`src/sound_gen_pkg.sv`:
```
// Purpose: constants shared by the sound generator channel
// Assumes: 32-bit APB register words, one aligned word each
// Notes:   offsets are byte addresses
package sound_gen_pkg;
  // register byte offsets
  localparam logic [7:0] OFF_VOLUME = 8'h00;  // volume_pwm_config
  localparam logic [7:0] OFF_PITCH  = 8'h04;  // pitch_pwm_config
  localparam logic [7:0] OFF_DUR    = 8'h08;  // segment_duration_config
  localparam logic [7:0] OFF_RAMP   = 8'h0C;  // volume_ramp_config
  localparam logic [7:0] OFF_CTRL   = 8'h10;  // enable, format, clock
  localparam logic [7:0] OFF_CAUSE  = 8'h14;  // sticky causes, write 1 clears
  localparam logic [7:0] OFF_STATUS = 8'h18;  // running state, read only
  // field positions
  localparam int PERIOD_LSB  = 0;   // period fields [15:0]
  localparam int HIGH_LSB    = 16;  // high / repeat fields [31:16]
  localparam int FIELD_W     = 16;
  localparam int DIR_LSB     = 16;  // ramp direction [17:16]
  localparam int CTRL_EN     = 0;
  localparam int CTRL_COMB   = 1;
  localparam int CTRL_SEL    = 4;   // [6:4] clock source
  localparam int CTRL_DIV    = 8;   // [15:8] divider
  localparam int SEL_W       = 3;
  localparam int DIV_W       = 8;
  localparam int CAUSE_DONE  = 0;
  localparam int CAUSE_STARV = 1;
  localparam int CAUSE_IF    = 2;
  // reset values
  localparam logic [31:0] RST_WORD = 32'h0000_0000;
  localparam logic [2:0]  RST_SEL  = 3'h0;
  localparam logic [7:0]  RST_DIV  = 8'h00;
  // clock source code for the master clock input
  localparam logic [2:0]  SEL_MASTER = 3'h4;
  typedef enum logic [1:0] {RAMP_HOLD, RAMP_DOWN, RAMP_UP, RAMP_RSVD} ramp_e;
endpackage : sound_gen_pkg

```
`src/pwm_clock_gen.sv`:
```
// Purpose: interface clock select, divide and gate into a pwm tick
// Assumes: source clock pins are synchronous levels of the system clock
// Notes:   master clock out toggles once per pwm tick
`timescale 1ns/100ps
module pwm_clock_gen
  import sound_gen_pkg::*;
(
  input  wire logic                          clock,
  input  wire logic                          rst,
  input  wire logic [3:0]                    systemClockInputs,
  input  wire logic                          masterClockIn,
  input  wire logic [sound_gen_pkg::SEL_W-1:0] clockSel,
  input  wire logic [sound_gen_pkg::DIV_W-1:0] clockDiv,
  input  wire logic                          gateOpen,
  output logic                               pwmTick,
  output logic                               masterClockOut
);
  logic             srcLevel;
  logic             srcPrev_q;
  logic [DIV_W-1:0] divCnt_q;
  logic             ifEdge;

  // source select and rising edge of the interface clock
  assign srcLevel = (clockSel == SEL_MASTER) ? masterClockIn :
                    (clockSel < SEL_MASTER) ? systemClockInputs[clockSel[1:0]] : 1'b0;
  assign ifEdge   = srcLevel && !srcPrev_q;

  // divider by clockDiv+1, gated into the pwm tick
  always_ff @(posedge clock or posedge rst) begin
    if (rst) begin
      srcPrev_q      <= 1'b0;
      divCnt_q       <= '0;
      pwmTick        <= 1'b0;
      masterClockOut <= 1'b0;
    end else begin
      srcPrev_q <= srcLevel;
      pwmTick   <= 1'b0;
      if (!gateOpen) begin
        divCnt_q       <= '0;
        masterClockOut <= 1'b0;
      end else if (ifEdge) begin
        if (divCnt_q >= clockDiv) begin
          divCnt_q       <= '0;
          pwmTick        <= 1'b1;
          masterClockOut <= !masterClockOut;
        end else begin
          divCnt_q <= divCnt_q + 1'b1;
        end
      end
    end
  end
endmodule : pwm_clock_gen

```
`src/pwm_sound_generator.sv`:
```
// Purpose: one sound generator channel with double-buffered segments
// Assumes: APB slave with one wait state, clock pins synchronous
// Notes:   descriptor counts in pwm ticks, amplitude and tone periods
// Overview of operation
// RQ1: amplitude period is period field plus one
// RQ2: amplitude high lasts high field plus one
// RQ3: tone period is twice period plus one
// RQ4: tone high lasts high field plus one
// RQ5: time period is duration field plus one
// RQ6: segment ends after repeat count plus one
// RQ7: output runs from current copy only
// RQ8: completion copies buffered into current copy
// RQ9: completion pulses trigger, sets done cause
// RQ10: missing buffered descriptor stops the sound
// RQ11: missing descriptor sets the starved cause
// RQ12: late sample pair sets interface underflow
// RQ13: clock from four system or master input
// RQ14: divide, gate, drive out master clock
// RQ15: outputs change only on pwm ticks
// RQ16: separate or combined single line format
// RQ17: ramp register picks hold, down, up
// RQ18: descriptor is four 32-bit registers
// RQ19: step adjusts high time, saturating
// RQ20: outputs low while stopped
//
// Added by the designer: the APB register port and the address map.
`timescale 1ns/100ps
module pwm_sound_generator
  import sound_gen_pkg::*;
(
  input  wire logic        clock,
  input  wire logic        rst,
  input  wire logic        psel,
  input  wire logic        penable,
  input  wire logic        pwrite,
  input  wire logic [7:0]  paddr,
  input  wire logic [31:0] pwdata,
  output logic      [31:0] prdata,
  output logic             pready,
  output logic             pslverr,
  input  wire logic [3:0]  systemClockInputs,
  input  wire logic        masterClockIn,
  output logic             masterClockOut,
  output logic             volumePwmOut,
  output logic             pitchPwmOut,
  output logic             segmentDoneTrigger
);
  logic [31:0] bufDesc_q [4];  // buffered copy
  logic [31:0] curDesc_q [4];  // current copy
  logic        bufValid_q;
  logic        enable_q, combined_q, running_q, loadCycle_q;
  logic [SEL_W-1:0] clockSel_q;
  logic [DIV_W-1:0] clockDiv_q;
  logic [2:0]  cause_q;
  logic [15:0] ampCnt_q, effHigh_q, timeCnt_q, nrCnt_q;
  logic [16:0] toneCnt_q;
  logic        pwmTick, wrEn, rdEn, mapped;
  logic        ampWrap, toneWrap, timeWrap, segEnd, start;
  logic [15:0] ampPer, toneHigh, durPer, repCnt, stepAmt;
  logic [16:0] toneLast;
  ramp_e       rampDir;

  // field extraction from the current copy
  function automatic logic [15:0] fieldLo(input logic [31:0] w);
    return w[PERIOD_LSB +: FIELD_W];
  endfunction : fieldLo
  function automatic logic [15:0] fieldHi(input logic [31:0] w);
    return w[HIGH_LSB +: FIELD_W];
  endfunction : fieldHi

  assign ampPer   = fieldLo(curDesc_q[0]);
  assign toneHigh = fieldHi(curDesc_q[1]);
  assign durPer   = fieldLo(curDesc_q[2]);
  assign repCnt   = fieldHi(curDesc_q[2]);
  assign stepAmt  = fieldLo(curDesc_q[3]);
  assign rampDir  = ramp_e'(curDesc_q[3][DIR_LSB +: 2]);
  assign toneLast = {fieldLo(curDesc_q[1]), 1'b1}; // 2*(P+1)-1 RQ3

  // bus decode
  assign wrEn   = psel && penable && pready && pwrite;
  assign rdEn   = psel && penable && !pready && !pwrite;
  assign mapped = (paddr[1:0] == 2'b00) && (paddr <= OFF_STATUS);

  // clock select, divider and gate
  pwm_clock_gen pwm_clock_gen_inst (  // RQ13 RQ14
    .clock             (clock),
    .rst               (rst),
    .systemClockInputs (systemClockInputs),
    .masterClockIn     (masterClockIn),
    .clockSel          (clockSel_q),
    .clockDiv          (clockDiv_q),
    .gateOpen          (running_q || start),  // opens at start, a tick may hit reload
    .pwmTick           (pwmTick),
    .masterClockOut    (masterClockOut)
  );

  // apb answer: one wait state, error on unmapped word
  always_ff @(posedge clock or posedge rst) begin
    if (rst) begin
      pready  <= 1'b0;
      pslverr <= 1'b0;
      prdata  <= RST_WORD;
    end else begin
      pready  <= psel && penable && !pready;
      pslverr <= psel && penable && !pready && !mapped;
      if (rdEn) begin
        unique case (paddr)
          OFF_VOLUME, OFF_PITCH, OFF_DUR, OFF_RAMP:
            prdata <= bufDesc_q[paddr[3:2]];
          OFF_CTRL:   prdata <= {16'h0000, clockDiv_q, 1'b0, clockSel_q,
                                 2'b00, combined_q, enable_q};
          OFF_CAUSE:  prdata <= {29'h0000_0000, cause_q};
          OFF_STATUS: prdata <= {30'h0000_0000, bufValid_q, running_q};
          default:    prdata <= RST_WORD;
        endcase
      end
    end
  end

  // buffered descriptor: writable at any time, ramp write marks it full
  always_ff @(posedge clock or posedge rst) begin
    if (rst) begin
      for (int i = 0; i < 4; i++) bufDesc_q[i] <= RST_WORD;
      bufValid_q <= 1'b0;
    end else begin
      if (wrEn && !pslverr && paddr < OFF_CTRL)
        bufDesc_q[paddr[3:2]] <= pwdata;  // RQ7 RQ18
      if (wrEn && paddr == OFF_RAMP)
        bufValid_q <= 1'b1;
      else if (start || (segEnd && bufValid_q))
        bufValid_q <= 1'b0;  // consumed into the current copy
    end
  end

  // control register; hardware drops enable on starvation
  always_ff @(posedge clock or posedge rst) begin
    if (rst) begin
      enable_q   <= 1'b0;
      combined_q <= 1'b0;
      clockSel_q <= RST_SEL;
      clockDiv_q <= RST_DIV;
    end else begin
      if (wrEn && paddr == OFF_CTRL) begin
        enable_q   <= pwdata[CTRL_EN];
        combined_q <= pwdata[CTRL_COMB];
        clockSel_q <= pwdata[CTRL_SEL +: SEL_W];
        clockDiv_q <= pwdata[CTRL_DIV +: DIV_W];
      end
      if (segEnd && !bufValid_q) enable_q <= 1'b0;  // RQ10
    end
  end

  // run state and current copy loading
  assign start = enable_q && !running_q && bufValid_q;
  always_ff @(posedge clock or posedge rst) begin
    if (rst) begin
      running_q   <= 1'b0;
      loadCycle_q <= 1'b0;
      for (int i = 0; i < 4; i++) curDesc_q[i] <= RST_WORD;
    end else begin
      loadCycle_q <= start || segEnd;
      if (start || (segEnd && bufValid_q)) begin
        for (int i = 0; i < 4; i++) curDesc_q[i] <= bufDesc_q[i];  // RQ8
        running_q <= 1'b1;
      end else if (segEnd || (!enable_q && !(wrEn && paddr == OFF_CTRL))) begin
        running_q <= 1'b0;  // RQ10
      end
    end
  end

  // nested period counters, advanced on pwm ticks only
  assign ampWrap  = pwmTick && ampCnt_q >= ampPer;  // RQ1
  assign toneWrap = ampWrap && toneCnt_q >= toneLast;  // RQ3
  assign timeWrap = toneWrap && timeCnt_q >= durPer;  // RQ5
  assign segEnd   = running_q && timeWrap && nrCnt_q >= repCnt;  // RQ6
  always_ff @(posedge clock or posedge rst) begin
    if (rst) begin
      ampCnt_q  <= '0;
      toneCnt_q <= '0;
      timeCnt_q <= '0;
      nrCnt_q   <= '0;
    end else if (!running_q || loadCycle_q) begin
      ampCnt_q  <= '0;
      toneCnt_q <= '0;
      timeCnt_q <= '0;
      nrCnt_q   <= '0;
    end else if (pwmTick) begin
      ampCnt_q <= ampWrap ? 16'h0000 : ampCnt_q + 1'b1;
      if (ampWrap) toneCnt_q <= toneWrap ? 17'h00000 : toneCnt_q + 1'b1;
      if (toneWrap) timeCnt_q <= timeWrap ? 16'h0000 : timeCnt_q + 1'b1;
      if (timeWrap) nrCnt_q <= segEnd ? 16'h0000 : nrCnt_q + 1'b1;
    end
  end

  // effective high time with ramp after each time period that does not end the segment
  always_ff @(posedge clock or posedge rst) begin
    if (rst) begin
      effHigh_q <= '0;
    end else if (loadCycle_q) begin
      effHigh_q <= fieldHi(curDesc_q[0]);  // RQ2
    end else if (timeWrap && !segEnd) begin
      unique case (rampDir)  // RQ17 RQ19
        RAMP_DOWN: effHigh_q <= (effHigh_q > stepAmt) ? effHigh_q - stepAmt : 16'h0000;
        RAMP_UP:   effHigh_q <= ({1'b0, effHigh_q} + {1'b0, stepAmt} > {1'b0, ampPer}) ?
                                ampPer : effHigh_q + stepAmt;
        default:   effHigh_q <= effHigh_q;
      endcase
    end
  end

  // output lines, updated on ticks, low when stopped
  always_ff @(posedge clock or posedge rst) begin
    if (rst) begin
      volumePwmOut <= 1'b0;
      pitchPwmOut  <= 1'b0;
    end else if (!running_q) begin
      volumePwmOut <= 1'b0;  // RQ20
      pitchPwmOut  <= 1'b0;
    end else if (pwmTick) begin  // RQ15
      if (combined_q) begin  // RQ16
        volumePwmOut <= (ampCnt_q <= effHigh_q) && (toneCnt_q <= {1'b0, toneHigh});
        pitchPwmOut  <= 1'b0;
      end else begin
        volumePwmOut <= ampCnt_q <= effHigh_q;  // RQ2
        pitchPwmOut  <= toneCnt_q <= {1'b0, toneHigh};  // RQ4
      end
    end
  end

  // sticky causes, set wins over write-one-clear
  always_ff @(posedge clock or posedge rst) begin
    if (rst) begin
      cause_q            <= 3'h0;
      segmentDoneTrigger <= 1'b0;
    end else begin
      segmentDoneTrigger <= segEnd;  // RQ9
      for (int i = 0; i < 3; i++)
        if (wrEn && paddr == OFF_CAUSE && pwdata[i]) cause_q[i] <= 1'b0;
      if (segEnd) cause_q[CAUSE_DONE] <= 1'b1;  // RQ9
      if (segEnd && !bufValid_q) cause_q[CAUSE_STARV] <= 1'b1;  // RQ11
      if (pwmTick && loadCycle_q) cause_q[CAUSE_IF] <= 1'b1;  // RQ12
    end
  end
endmodule : pwm_sound_generator

```
`config.mk`:
```
export PLATFORM = sky130hd
export DESIGN_NAME = pwm_sound_generator
export DESIGN_NICKNAME = d
export VERILOG_FILES = /design/src/sound_gen_pkg.sv /design/src/pwm_clock_gen.sv /design/src/pwm_sound_generator.sv
export SDC_FILE = /design/constraint.sdc
export NUM_CORES = 1
export LEC_CHECK = 0
export ABC_CLOCK_PERIOD_IN_PS = 36400
export BUFFER_PORTS_ARGS = -buffer_cell sky130_fd_sc_hd__buf_2
export CORE_ASPECT_RATIO = 1.5
export CORE_MARGIN = 3
export CORE_UTILIZATION = 60
export CTS_CLUSTER_SIZE = 14
export DETAILED_ROUTE_END_ITERATION = 10
export PLACE_DENSITY = 0.78
export SKIP_LAST_GASP = 1
export SLEW_MARGIN = 10
export SYNTH_ARGS = -nofsm -noshare
export SYNTH_HDL_FRONTEND = slang
export SYNTH_SLANG_ARGS = --single-unit
```
`constraint.sdc`:
```
create_clock -name clock -period 36.4 [get_ports clock]
set_clock_uncertainty 0.05 [all_clocks]
set_input_delay 3.64 -clock clock [delete_from_list [all_inputs] [get_ports clock]]
set_output_delay 3.64 -clock clock [all_outputs]
set_load 0.05 [all_outputs]
```
==> impl_metrics.env, run 1 <==
export IMPL_outcome="finished, final reports clean"
export IMPL_async_flop_share=1.00
export IMPL_fin_tns_setup_ns=0
export IMPL_slew_headroom=0.203
export IMPL_setup_viol=0
export IMPL_layout_common_cells="390 x dfrtp_1, 192 x mux2_2, 157 x ha_1"
export IMPL_vdd_drop_max_v=0.0000394
export IMPL_cts_buffers=39
export IMPL_report_final_hold_viol_count=0
export IMPL_dp_cells=2446
export IMPL_grt_pass1_vias=16100
export IMPL_ys_seq_elements=390
export IMPL_hp_class="reg2reg"
export IMPL_synthTopCellsByArea="dfrtp_1 45%, mux2_2 10%, ha_1 9.1%"
export IMPL_power_density_mw_per_mm2=39.6
export IMPL_cts_sinks=390
export IMPL_place_congestion=0.997
export IMPL_grt_remaining_overflow=0
export IMPL_finalCritPeriodShare=0.159
export IMPL_final_max_slew_viol_count=0
export IMPL_postRouteAntennaNets=0
export IMPL_row_count=84
export IMPL_die_w_um=161
export IMPL_layout_drive_gt1_share=0.202
export IMPL_dpl_hpwl_um=42600
export IMPL_synth_edf_count=0
export IMPL_critPathKind="reg2reg"
export IMPL_antenna_cells=0
export IMPL_final_cells=2514
export IMPL_cts_root_buf="clkbuf_16"
export IMPL_final_nets=2223
export IMPL_netlist_area_mm2=0.0215
export IMPL_critPathRequiredTime_ns=36.73
export IMPL_vias_per_cell=6.33
export IMPL_area_delta_synth_final_pct=10.4
export IMPL_grtUsageTotal=0.307
export IMPL_synthesis_nets=2160
export IMPL_syn_inst=1951
export IMPL_cts_hold_buf=0
export IMPL_yosysTopAreaCell="dfrtp_1"
export IMPL_htree_levels=2
export IMPL_post_cts_resized=0
export IMPL_io_buffers=87
export IMPL_wl_per_cell_um=23.2
export IMPL_clkTransAtPathRegs_ns=0.06
export IMPL_p_leak_nw=11.5
export IMPL_max_freq_mhz=173
export IMPL_die_area_mm2=0.0382
export IMPL_grt_pass1_wl_um=91700
export IMPL_die_h_um=238
export IMPL_max_cap_violations=0
export IMPL_p_sw_mw=0.210
export IMPL_hold_path_cell_count=2
export IMPL_synth_cell_type_count=76
export IMPL_num_vias=15900
export IMPL_avgSynthCellArea_um2=11.0
export IMPL_power_frac_seq=0.467
export IMPL_io_pins=88
export IMPL_mostFrequentLayoutCell="dfrtp_1"
export IMPL_synth_seq_area_share=0.454
export IMPL_synth_warnings=0
export IMPL_clock_latency_ns=0.55
export IMPL_wl_um=58300
export IMPL_drtIter0Drc=1363
export IMPL_cp_data_arrival_time_ns=6.11
export IMPL_combinationalPowerShare=0.051
export IMPL_cts_tree="done"
export IMPL_drcViolationCount=0
export IMPL_rsz0062_at_grt="no"
export IMPL_tightest_slew_ns=1.19
export IMPL_antenna_found_initial=0
export IMPL_coreArea_mm2=0.0352
export IMPL_p_int_mw=0.729
export IMPL_grt_max_degree=182
export IMPL_end_kind="flop"
export IMPL_dr_pass1_iters=6
export IMPL_cts_setup_buffers=0
export IMPL_synth_top_area_frac=0.454
export IMPL_critPathLaunchType="flop"
export IMPL_worstRegToRegCells=18
export IMPL_switching_share=0.223
export IMPL_period_minus_slack_ns=5.78
export IMPL_fillerInstances=2651
export IMPL_cts_path_max_buffers=3
export IMPL_cp_max_fo=9
export IMPL_start_util=0.611
export IMPL_ys_flop_type="dfrtp_1"
export IMPL_clock_power_share=0.482
==> power groups by stage <==
stage | Sequential, mW | Clock [mW] | Combinational [mW]
floorplan | 0.446 | 0 | 0.0304
global placement | 0.446 | 0 | 0.0472
detailed placement | 0.446 | 0 | 0.0477
CTS | 0.438 | 0.455 | 0.0479
global route | 0.438 | 0.473 | 0.0526
finish | 0.438 | 0.453 | 0.0482
==> stage by stage <==
| stage | instance area [um^2] | total power, mW | hold WS (ns) | utilization | setup WS [ns] |
|---|---|---|---|---|---|
| after global placement | 22300 | 0.493 | 0.410 | 0.634 | 30.29 |
| after CTS | 23700 | 0.941 | 0.430 | 0.674 | 30.68 |
| final | 23700 | 0.939 | 0.428 | 0.674 | 30.62 |
| after global routing | 23700 | 0.964 | 0.455 | 0.674 | 30.29 |
| after detailed placement | 22300 | 0.494 | 0.416 | 0.634 | 30.23 |
| after floorplan | 21500 | 0.476 | 0.395 | - | 21.87 |
==> final cells by class <==
cell class,count,area [um^2],share of cell area
multi-input combinational,1323,10800,0.455
sequential,390,9760,0.411
tap,473,592,0.0249
inverter,154,586,0.0247
clock buffer,50,1070,0.0450
timing repair buffer,106,591,0.0249
clock inverter,18,347,0.0146
==> path summary, 6_finish.rpt <==
check / endpoint / startpoint / slack [ns]
min in group asynchronous: bufDesc_q[89] / rst / 3.24
min reg2reg: prdata[24] / prdata[24] / 0.43
max reg2reg: effHigh_q[12] / curDesc_q[2] / 30.62
max in group asynchronous: pwm_clock_gen_inst.divCnt_q[6] / rst / 31.46
min: prdata[24] / prdata[24] / 0.43
max: effHigh_q[12] / curDesc_q[2] / 30.62
==> cell usage after synthesis, types with 4 or more instances <==
cell type  count
nand2_1      146
mux2_1        60
clkbuf_1      51
buf_2          9
ha_1         157
o211ai_1      17
nand3_1       31
a31oi_1        9
nand4_1       38
mux2_2       192
buf_1         13
a211oi_1      12
a22oi_1       16
buf_6          7
a21o_1        29
or4_1         20
o21ai_1        4
a21boi_0       4
xor2_1        31
and2_1        13
mux2i_1       10
dfrtp_1      390
a21oi_1       77
nor3_1        19
xnor2_1       22
nor2_1        89
and4_1         6
or3_1         21
o21ai_0       99
o2111ai_1      4
o31ai_1       20
a221oi_1       6
nand2b_1      18
and3_1        16
nor2b_1       18
mux4_2        33
nor4_1         9
inv_1        152
o21a_1        14
or2_2          4
a2111oi_0      4
o31a_1         4
==> per-layer routing <==
metal | GRT usage | share of wire
met5 | 0 | 0
met4 | 0.171 | 0.066
met3 | 0.0373 | 0.052
met2 | 0.525 | 0.49
met1 | 0.381 | 0.39
==> critical path, stage by stage, from the launching register on <==
cell and delay (ns):
dfrtp_1 0.40, inv_1 0.06, ha_1 0.42, nand2b_1 0.22, a221oi_1 0.65, o311ai_0 0.34, a311oi_1 0.41, or4_1 0.19
nand2_1 0.08, ha_1 0.31, nand2_1 0.07, or4_1 0.52, nand2b_1 0.16, a32oi_1 0.57, nor2_1 0.17, buf_4 0.23
mux2_2 0.27, a2111oi_0 0.39, a311oi_1 0.10
==> flip-flops by register name, summed over array words and instances, names as in the netlist, 16 cells and up <==
name / flops
timeCnt_q: 16
effHigh_q: 16
ampCnt_q: 16
prdata: 32
nrCnt_q: 16
ampPer: 16
bufDesc_q: 128
toneCnt_q: 17
curDesc_q: 98
==> cell families after synthesis <==
family                     Yosys count  synth area share
AOI/OAI and AO/OA                  360             0.109
xor gates and xnor gates            53            0.0216
adders and majority gates          159            0.0932
buffers and inverters              238            0.0450
DFF                                390             0.454
muxes                              295             0.171
and+or+nand+nor                    456             0.106
Note: power is estimated with default switching activity, not from simulation.
==> run 2, diff against run 1 <==
Settings changed: ABC_CLOCK_PERIOD_IN_PS 36400 to 5840.
Clock period 36.4 ns to 5.84 ns, I/O delays scaled along.
==> impl_metrics.env, run 2 (synthesized netlist as in run 1, its figures left out) <==
export IMPL_outcome="finished, final reports clean"
export IMPL_wl_um=59400
export IMPL_r2r_start="curDesc_q[0]"
export IMPL_die_w_um=161
export IMPL_grt_max_degree=176
export IMPL_power_mw=5.55
export IMPL_slew_headroom=0.198
export IMPL_place_area_mm2=0.0224
export IMPL_max_cap_violations=0
export IMPL_cts_setup_buffers=0
export IMPL_dr_pass1_iters=7
export IMPL_hp_class="in2async"
export IMPL_cp_max_fo=9
export IMPL_cts_hold_buf=0
export IMPL_layout_common_cells="390 x dfrtp_1, 192 x mux2_2, 157 x ha_1"
export IMPL_p_int_mw=4.25
export IMPL_clock_power_share=0.452
export IMPL_critPathLaunchType="flop"
export IMPL_start_util=0.611
export IMPL_dpl_hpwl_um=44000
export IMPL_p_leak_nw=11.4
export IMPL_finalCritPeriodShare=0.944
export IMPL_cp_data_arrival_time_ns=5.87
export IMPL_io_buffers=87
export IMPL_multiInputGateArea_mm2=0.0108
export IMPL_rsz0062_at_grt="no"
export IMPL_reg_largest_list="bufDesc_q: 128 flops, curDesc_q: 98 flops, prdata: 32 flops"
export IMPL_report_final_hold_viol_count=0
export IMPL_critPathRequiredTime_ns=6.20
export IMPL_grt_pass1_vias=16200
export IMPL_layout_drive_gt1_share=0.204
export IMPL_post_cts_resized=0
export IMPL_clkTransAtPathRegs_ns=0.06
export IMPL_utilization=0.672
export IMPL_grt_remaining_overflow=0
export IMPL_critPathKind="reg2reg"
export IMPL_tightest_slew_ns=1.20
export IMPL_vias_per_cell=6.23
export IMPL_row_count=84
export IMPL_cts_tree="done"
export IMPL_cts_sinks=390
export IMPL_power_frac_seq=0.492
export IMPL_setup_viol=0
export IMPL_fillerInstances=2670
export IMPL_holdWs_ns=0.230
export IMPL_cts_buffers=39
export IMPL_num_vias=15700
export IMPL_top_register="bufDesc_q"
export IMPL_switching_share=0.235
export IMPL_clock_latency_ns=0.53
export IMPL_die_area_mm2=0.0382
export IMPL_wl_per_cell_um=23.6
export IMPL_p_sw_mw=1.30
export IMPL_place_congestion=0.976
export IMPL_io_pins=88
export IMPL_final_cells=2517
export IMPL_drtIter0Drc=1193
export IMPL_seqCellArea_mm2=0.00976
export IMPL_grt_pass1_wl_um=92900
export IMPL_power_density_mw_per_mm2=235
export IMPL_cts_path_max_buffers=3
export IMPL_area_delta_synth_final_pct=9.99
export IMPL_postRouteAntennaNets=0
export IMPL_design_area_mm2=0.0236
export IMPL_cts_root_buf="clkbuf_16"
export IMPL_coreArea_mm2=0.0352
export IMPL_largest_reg_flops=128
export IMPL_combinationalPowerShare=0.056
export IMPL_htree_levels=2
export IMPL_critPathLaunch="curDesc_q[0]"
export IMPL_drcViolationCount=0
export IMPL_rrSetupSlack_ns=0.33
export IMPL_worstRegToRegCells=19
export IMPL_dp_cells=2449
export IMPL_antenna_found_initial=3
export IMPL_final_max_slew_viol_count=0
export IMPL_vdd_drop_max_v=0.000201
export IMPL_period_minus_slack_ns=5.51
export IMPL_final_nets=2226
export IMPL_grtUsageTotal=0.312
export IMPL_end_kind="flop"
export IMPL_max_freq_mhz=181
export IMPL_mostFrequentLayoutCell="dfrtp_1"
export IMPL_die_h_um=238
run 2: critical path, cell delays in order (launching register included):
cell      delay [ns]
dfrtp_1         0.41
ha_1            0.24
fa_1            0.42
nand2b_1        0.15
a221oi_1        0.15
o311ai_0        0.42
buf_4           0.21
a311oi_1        0.10
or4_1           0.51
nand2_1         0.11
ha_1            0.15
nand2_1         0.07
or4_1           0.53
o32ai_1         0.33
a32oi_1         0.21
nor2_1          0.31
buf_4           0.26
mux2_2          0.35
a221oi_1        0.28
o21ai_1         0.13
run 2: path summary, 6_finish.rpt:
path                                                 to
min in group clock         pwm_clock_gen_inst.srcPrev_q
max reg2reg                                effHigh_q[8]
max                                        effHigh_q[8]
min reg2reg                                   prdata[1]
max in group asynchronous                  timeCnt_q[5]
min                                        curDesc_q[7]
run 2: layer usage:
metal / up-vias / track usage / wire (um)
li1: 7142 / - / -
met1: 8008 / 0.382 / 23200
met2: 418 / 0.554 / 30900
met3: 121 / 0.0361 / 2350
met4: 4 / 0.146 / 2880
met5: - / 0 / 27
run 2: power groups by stage:
stage	clock network (mW)	logic, mW	registers (mW)
floorplan	0	0.190	2.78
global placement	0	0.306	2.78
detailed placement	0	0.307	2.78
CTS	2.54	0.309	2.73
global route	2.63	0.337	2.73
finish	2.51	0.308	2.73
run 2: area by class of cell:
| class | count | share of cell area |
|---|---|---|
| clock buffers | 54 | 0.0475 |
| repair buffers | 109 | 0.0280 |
| clock inverters | 13 | 0.00540 |
| well taps | 473 | 0.0250 |
| flip-flops and latches | 390 | 0.413 |
| inverters | 154 | 0.0246 |
| multi-input cells | 1323 | 0.457 |
| diodes | 1 | 0.000106 |
run 2: metrics by stage:
step                worst slack [ns]  setup TNS [ns]
global placement               0.547               0
floorplan                    -0.0399          -15.56
global route                  0.0366               0
CTS                            0.414               0
detailed placement             0.454               0
finish                         0.329               0
